### config.mk
export PLATFORM = sky130hd
export DESIGN_NAME = quick_stop_control
export DESIGN_NICKNAME = d
export VERILOG_FILES = /design/src/inc/quick_stop_pkg.sv /design/src/core/quick_stop_control.sv
export SDC_FILE = /design/constraint.sdc
export NUM_CORES = 1
export LEC_CHECK = 0
export ABC_AREA = 1
export BUFFER_PORTS_ARGS = -buffer_cell sky130_fd_sc_hd__buf_2
export CORE_AREA = 2 2 121 123
export CTS_BUF_LIST = sky130_fd_sc_hd__clkbuf_8
export DETAILED_ROUTE_END_ITERATION = 16
export DIE_AREA = 0 0 123 125
export HOLD_SLACK_MARGIN = 0.08
export PLACE_DENSITY = 0.85
export REMOVE_ABC_BUFFERS = 1
export SLEW_MARGIN = 10
export SYNTH_ARGS = -nofsm -noshare
export SYNTH_HDL_FRONTEND = slang
export SYNTH_SLANG_ARGS = --single-unit
### constraint.sdc
create_clock -name clk_i -period 14.9 [get_ports clk_i]
set_input_delay 2.235 -clock clk_i [delete_from_list [all_inputs] [get_ports clk_i]]
set_output_delay 2.235 -clock clk_i [all_outputs]
set_load 0.02 [all_outputs]
### src/inc/quick_stop_pkg.sv
// Constants, types and parameter map for the quick-stop controller.
// Assumes a single 50 MHz clock domain and a parameter port on the fieldbus.
package quick_stop_pkg;

   // Parameter addresses as seen over the fieldbus
   localparam logic [15:0] ADDR_RAMP_RATE = 16'h0624;
   localparam logic [15:0] ADDR_REACTION  = 16'h0630;
   localparam logic [15:0] ADDR_CURRENT   = 16'h111a;

   // Reset values and legal ranges
   localparam logic [31:0] RAMP_RESET     = 32'h0000_1770;
   localparam logic [31:0] RAMP_MIN       = 32'h0000_0001;
   localparam logic [31:0] RAMP_MAX       = 32'h7fff_ffff;
   localparam logic [15:0] REACT_DECEL    = 16'h0006;
   localparam logic [15:0] REACT_TORQUE   = 16'h0007;
   localparam logic [15:0] REACT_RESET    = REACT_DECEL;

   // Error classes that trigger a stop
   localparam logic [2:0]  ERR_CLASS_ONE  = 3'h1;
   localparam logic [2:0]  ERR_CLASS_TWO  = 3'h2;

   // Reported operating states
   localparam logic [3:0]  OPST_ENABLED   = 4'h6;
   localparam logic [3:0]  OPST_QSTOP     = 4'h7;
   localparam logic [3:0]  OPST_FAULT     = 4'h9;

   // Operating modes, codes arbitrary
   localparam logic [2:0]  MODE_PROF_TORQUE = 3'h1;
   localparam logic [2:0]  MODE_PROF_VEL    = 3'h2;

   typedef enum logic [1:0] {
      ST_RUN    = 2'b00,
      ST_DECEL  = 2'b01,
      ST_QSTOP  = 2'b10,
      ST_FAULT  = 2'b11
   } stop_state_e;

   typedef struct packed {
      logic        wr;
      logic        rd;
      logic [15:0] addr;
      logic [31:0] wdata;
   } param_req_s;

   typedef struct packed {
      logic [15:0] motor_max;
      logic [15:0] power_stage_max;
      logic [15:0] i2t_max;
   } current_caps_s;

endpackage

### src/core/quick_stop_control.sv
// Quick-stop sequencer, braking selection, current limit and analog inversion.
// Assumes all inputs synchronous to clk_i; parameter port driven by fieldbus.
`timescale 1ns/100ps
`default_nettype none

// Behaviour
// - Start a stop on class 1 or 2 error, or fieldbus stop command.
// - Reaction 6 brakes on ramp, 7 on torque; both report state 7 while braking.
// - After braking, enter configured state: fault 9 or quick-stop 7.
// - Reaction writes refused during braking; accepted writes act at once.
// - Ramp rate governs all stops; range 1 to 2147483647, reset 6000.
// - New ramp rate only takes effect at the next motor movement.
// - Stop current limit is least of setting, motor and stage maxima.
// - Thermal overload limit still applies throughout a stop.
// - Stored current setting is not clamped to motor or stage ratings.
// - Current setting is in 0.01 A rms steps and acts at once.
// - Default current setting is stage peak current at 8 kHz PWM.
// - Asserted inversion input inverts its own analog input evaluation.
// - Inversion only honoured in profile torque and profile velocity.
module quick_stop_control
   import quick_stop_pkg::*;
(
   // Clock and reset
   input  wire logic          clk_i,
   input  wire logic          sys_rst_i,
   // Parameter port
   input  wire param_req_s    param_i,
   output logic [31:0]        param_rdata_o,
   output logic               param_reject_o,
   // Stop triggers and sequencing
   input  wire logic          err_valid_i,
   input  wire logic [2:0]    err_class_i,
   input  wire logic          stop_cmd_i,
   input  wire logic          stop_release_i,
   input  wire logic          fault_after_stop_i,
   input  wire logic          motion_start_i,
   input  wire logic signed [31:0] velocity_i,
   // Current sources
   input  wire current_caps_s caps_i,
   input  wire logic [15:0]   power_stage_peak_current_i,
   // Analog inversion
   input  wire logic [2:0]    op_mode_i,
   input  wire logic          invert_analog_first_i,
   input  wire logic          invert_analog_second_i,
   // Status and controls
   output logic [3:0]         op_state_o,
   output logic               decel_active_o,
   output logic               use_torque_ramp_o,
   output logic [31:0]        stop_decel_ramp_o,
   output logic [15:0]        current_limit_o,
   output logic               analog_first_inv_o,
   output logic               analog_second_inv_o
);

   function automatic logic [15:0] min16(input logic [15:0] a,
                                          input logic [15:0] b);
      min16 = (a < b) ? a : b;
   endfunction

   stop_state_e state;
   stop_state_e next_state;
   logic [31:0] ramp_rate;
   logic [31:0] active_ramp;
   logic [15:0] stop_reaction_code;
   logic [15:0] stop_current_setting;

   // Decode
   wire sel_ramp    = param_i.addr == ADDR_RAMP_RATE;
   wire sel_react   = param_i.addr == ADDR_REACTION;
   wire sel_current = param_i.addr == ADDR_CURRENT;
   wire ramp_ok     = param_i.wdata >= RAMP_MIN && param_i.wdata <= RAMP_MAX;
   wire react_ok    = param_i.wdata[15:0] == REACT_DECEL ||
                      param_i.wdata[15:0] == REACT_TORQUE;
   wire braking     = state == ST_DECEL;
   wire wr_ramp     = param_i.wr && sel_ramp && ramp_ok;
   wire wr_react    = param_i.wr && sel_react && react_ok && !braking;
   wire wr_current  = param_i.wr && sel_current;
   wire wr_refused  = param_i.wr && !(wr_ramp || wr_react || wr_current);

   wire err_trigger = err_valid_i &&
                      (err_class_i == ERR_CLASS_ONE ||
                       err_class_i == ERR_CLASS_TWO);
   wire stop_trigger = err_trigger || stop_cmd_i;
   wire standstill   = velocity_i == 32'sh0000_0000;

   // Limit chain: thermal cap applies in every state
   wire [15:0] base_limit = min16(min16(caps_i.motor_max,
                                        caps_i.power_stage_max),
                                  caps_i.i2t_max);
   wire [15:0] stop_limit = min16(base_limit, stop_current_setting);

   wire inv_mode = op_mode_i == MODE_PROF_TORQUE ||
                   op_mode_i == MODE_PROF_VEL;

   always_comb begin
      next_state = state;
      case (state)
         ST_RUN: begin
            if (stop_trigger) begin
               next_state = ST_DECEL;
            end
         end
         ST_DECEL: begin
            if (standstill) begin
               next_state = fault_after_stop_i ? ST_FAULT : ST_QSTOP;
            end
         end
         ST_QSTOP, ST_FAULT: begin
            if (stop_release_i) begin
               next_state = ST_RUN;
            end
         end
         default: next_state = ST_RUN;
      endcase
   end

   always_ff @(posedge clk_i) begin
      if (sys_rst_i) begin
         state <= ST_RUN;
      end else begin
         state <= next_state;
      end
   end

   always_ff @(posedge clk_i) begin
      if (sys_rst_i) begin
         ramp_rate            <= RAMP_RESET;
         active_ramp          <= RAMP_RESET;
         stop_reaction_code   <= REACT_RESET;
         // Sync reset, so sampling the rating port here is safe
         stop_current_setting <= power_stage_peak_current_i;
      end else begin
         if (wr_ramp) begin
            ramp_rate <= param_i.wdata;
         end
         // Latched only as a movement starts, never mid-stop
         if (motion_start_i && state == ST_RUN) begin
            active_ramp <= ramp_rate;
         end
         if (wr_react) begin
            stop_reaction_code <= param_i.wdata[15:0];
         end
         if (wr_current) begin
            stop_current_setting <= param_i.wdata[15:0];
         end
      end
   end

   wire [31:0] rd_mux = sel_ramp    ? ramp_rate :
                        sel_react   ? {16'h0000, stop_reaction_code} :
                        sel_current ? {16'h0000, stop_current_setting} :
                        32'h0000_0000;

   always_ff @(posedge clk_i) begin
      if (sys_rst_i) begin
         param_rdata_o  <= 32'h0000_0000;
         param_reject_o <= 1'b0;
      end else begin
         param_reject_o <= wr_refused;
         if (param_i.rd) begin
            param_rdata_o <= rd_mux;
         end
      end
   end

   wire [3:0] state_code = (state == ST_FAULT) ? OPST_FAULT :
                           (state == ST_RUN)   ? OPST_ENABLED : OPST_QSTOP;

   always_ff @(posedge clk_i) begin
      if (sys_rst_i) begin
         op_state_o          <= OPST_ENABLED;
         current_limit_o     <= 16'h0000;
         analog_first_inv_o  <= 1'b0;
         analog_second_inv_o <= 1'b0;
      end else begin
         op_state_o          <= state_code;
         current_limit_o     <= (state == ST_RUN) ? base_limit
                                                  : stop_limit;
         analog_first_inv_o  <= inv_mode && invert_analog_first_i;
         analog_second_inv_o <= inv_mode && invert_analog_second_i;
      end
   end

   assign decel_active_o    = braking;
   assign use_torque_ramp_o = stop_reaction_code == REACT_TORQUE;
   assign stop_decel_ramp_o = active_ramp;
endmodule

`default_nettype wire

==> metrics.cfg <==
[timing]
fin_tns_setup_ps=0
rsz0062_at_grt=false
min_period_ps=7139
drv_slew=0
hold_viol=0
fin_worst_skew_ps=13.82
fmax_mhz=140.1
holdWs_ps=460.0
setup_viol=0
max_slew_margin_pct=19.55
fin_crit_sh_pct=47.92
max_slew.worst_pin.slew_ps=1205

[die]
dieArea_um2=15380
ios=250
die_w_um=123
start_util_pct=53.48
die_h_um=125
core_area_um2=14200
num_rows=44

[clock_tree]
cts.htree.levels=4
cts-root-buf=clkbuf_8
cts_tree=yes
clkTransAtPathRegs_ps=90
clk_latency_ps=460
hold_buffers=0
clockBufferDepth=2
postCtsSetupBuffers=0
numCtsBuffers=17
cts_sinks=152
cts_resized=0

[global_route]
busiest_layer=met2
gr-total-overflow=0
grt_pass1_vias=7097
grtUsageMet1_pct=34.38
grt_pass1_wl_mm=33.35
met2_usage_pct=45.60
antenna_found_initial=1
grt_use_met3_pct=6.615
grt_max_degree=81
grt_use_total_pct=27.16

[finish]
fin_cells=1453
antennaDiodeCount=0
layout-drive-gt1-share_pct=24.27
layout.nets=1462
syn_to_final_growth_pct=22.20
post-route-util_pct=65.35

[placement]
place_congestion=0.9059
dp_cells=1421
dp_hpwl_mm=15.55
port_buffers=249

[drt]
dr.pass1.iters=5
viasPerCell=5.327
num_vias=7740
wl_per_cell_um=14.63
drc=0
antenna_left=0
wirelength_mm=21.26
drtIter0Drc=433

[setup_path]
start_kind=primary input
worstRegToRegCells=12
crit_buf_inv=4
slowest_stage=inv_1
crit_top_cell=nand2_1
path_max_fanout=31
end_kind=flop
path_class=in -> reg
worstPathArrival_ps=7500
critPathMaxStageDelay_ps=550
critPathTopFamily=simple AND/OR/NAND/NOR gates
cp_data_required_time_ps=15260
path_depth=29
crit_path_end=current_limit_o[0]
ff2ff_setup_slack_ps=12540
worstSetupStartpoint=caps_i[31]
reg2reg_to=current_limit_o[0]
r2r-start=stop_current_setting[9]

[logic_synthesis]
ys_ff_latch=152
netlist_area_um2=7596
async_flop_share_pct=0
synth_area_per_cell_um2=7.325
synth.distinct_cells=32
synthCells=1037
ys.flop_type=dfxtp_1
synth_enable_flop_cells=16
ys_seq_area_share_pct=42.17
yosys_warnings=0

[hold_path]
min_from=stop_reaction_code[14]
hp-class=reg -> reg

[run_status]
status=complete, no violations

[power_and_ir_drop]
p_leak_nw=4.637
ir_worst_vdd_v=0.0001140
power.total_w=0.001084
power_density_nw_per_um2=116.8

[run]
maxCapViolCount=0

-- routing by layer --
| layer | up-vias | share of wire (%) | routed length, um |
|---|---|---|---|
| met3 | 36 | 8.7 | 1851 |
| met4 | 0 | 2.2 | 478 |
| met1 | 3477 | 41 | 8763 |
| met2 | 349 | 48 | 10170 |
| li1 | 3878 | - | - |
| met5 | - | 0 | 0 |
-- layout make-up --
type	count	area [um^2]
clock buffers	17	234.0
fillers	1262	4921
inverters	134	503.0
flip-flops and latches	152	3203
repair buffers	256	1299
multi-input cells	695	3655
clock inverters	15	158.9
well taps	184	230.2
-- worst min path at each step --
stage / end / slack (ps) / cells after the start
after detailed placement: stop_reaction_code[14] / 450 / 2
after CTS: stop_reaction_code[14] / 460 / 2
after floorplan: ramp_rate[31] / 430 / 2
final: stop_reaction_code[14] / 460 / 2
after global routing: stop_reaction_code[11] / 480 / 2
after global placement: stop_reaction_code[13] / 440 / 2
-- registers in the layout, summed over array words and instances (netlist names) --
signal / flops
param_rdata_o: 32
ramp_rate: 32
stop_decel_ramp_o: 32
current_limit_o: 16
stop_current_setting: 16
stop_reaction_code: 16
op_state_o: 3
state: 2
analog_first_inv_o: 1
analog_second_inv_o: 1
param_reject_o: 1
-- synthesized netlist by cell type (10+ instances only) --
library cell / instances / share of area [%]
a211oi_1: 21 / 2.1
a21oi_1: 80 / 5.3
buf_1: 10 / 0.49
clkbuf_1: 40 / 2.0
dfxtp_1: 136 / 36
edfxtp_1: 16 / 6.3
ha_1: 45 / 7.4
inv_1: 131 / 6.5
nand2_1: 191 / 9.4
nand3_1: 54 / 3.6
nand3_2: 10 / 1.3
nand4_1: 16 / 1.3
nor2_1: 139 / 6.9
nor3_1: 12 / 0.79
nor4_1: 21 / 1.7
o21ai_0: 69 / 4.5
o221ai_1: 16 / 1.8
-- power by group --
part	total, W	switching [W]	internal, W
sequential	0.000463	0.0000143	0.000449
combinational	0.000311	0.000209	0.000102
clock	0.000310	0.000172	0.000139
total	0.00108	0.000395	0.000690
-- cells by family after synthesis --
group	synth area share (%)
AO/OA/AOI/OAI	14.94
flip-flops	42.17
adder cells (fa/ha/maj)	7.412
buffers and inverters	9.718
AND/OR/NAND/NOR	25.76
-- worst reg2reg max path: cells and delay by family (launching register included) --
family | cells | cell delay (ps)
AOI/OAI and AO/OA | 4 | 610
adders and majority gates | 1 | 270
buffers and inverters | 1 | 150
and+or+nand+nor | 6 | 870
DFF | 1 | 380
-- layout by cell type, fill, tap and decap left out, types with 3 or more instances in the layout --
cell type / Yosys / routed
edfxtp_1: 16 / 16
nor2_1: 139 / 139
nand3_2: 10 / 10
o21ai_0: 69 / 68
nand3_1: 54 / 54
nor4_1: 21 / 21
nand2_2: 3 / 3
or2_2: 4 / 4
clkbuf_8: 0 / 17
nand4_1: 16 / 16
dfxtp_1: 136 / 136
a21oi_1: 80 / 80
a211oi_1: 21 / 21
o221ai_1: 16 / 16
buf_4: 2 / 7
buf_2: 2 / 249
inv_6: 0 / 5
ha_1: 45 / 45
o211ai_1: 7 / 7
nor3_1: 12 / 12
inv_1: 131 / 131
clkinv_4: 0 / 3
nand2_1: 191 / 191
-- metrics by stage --
step | cell area [um^2] | setup WS (ps)
3_3_place_gp | 8890 | 7553
3_5_place_dp | 8890 | 7399
6_report | 9283 | 7761
2_1_floorplan | 7361 | 8284
4_1_cts | 9283 | 7866
5_1_grt | 9283 | 7073
No activity file was read; power rests on OpenSTA's default activity.
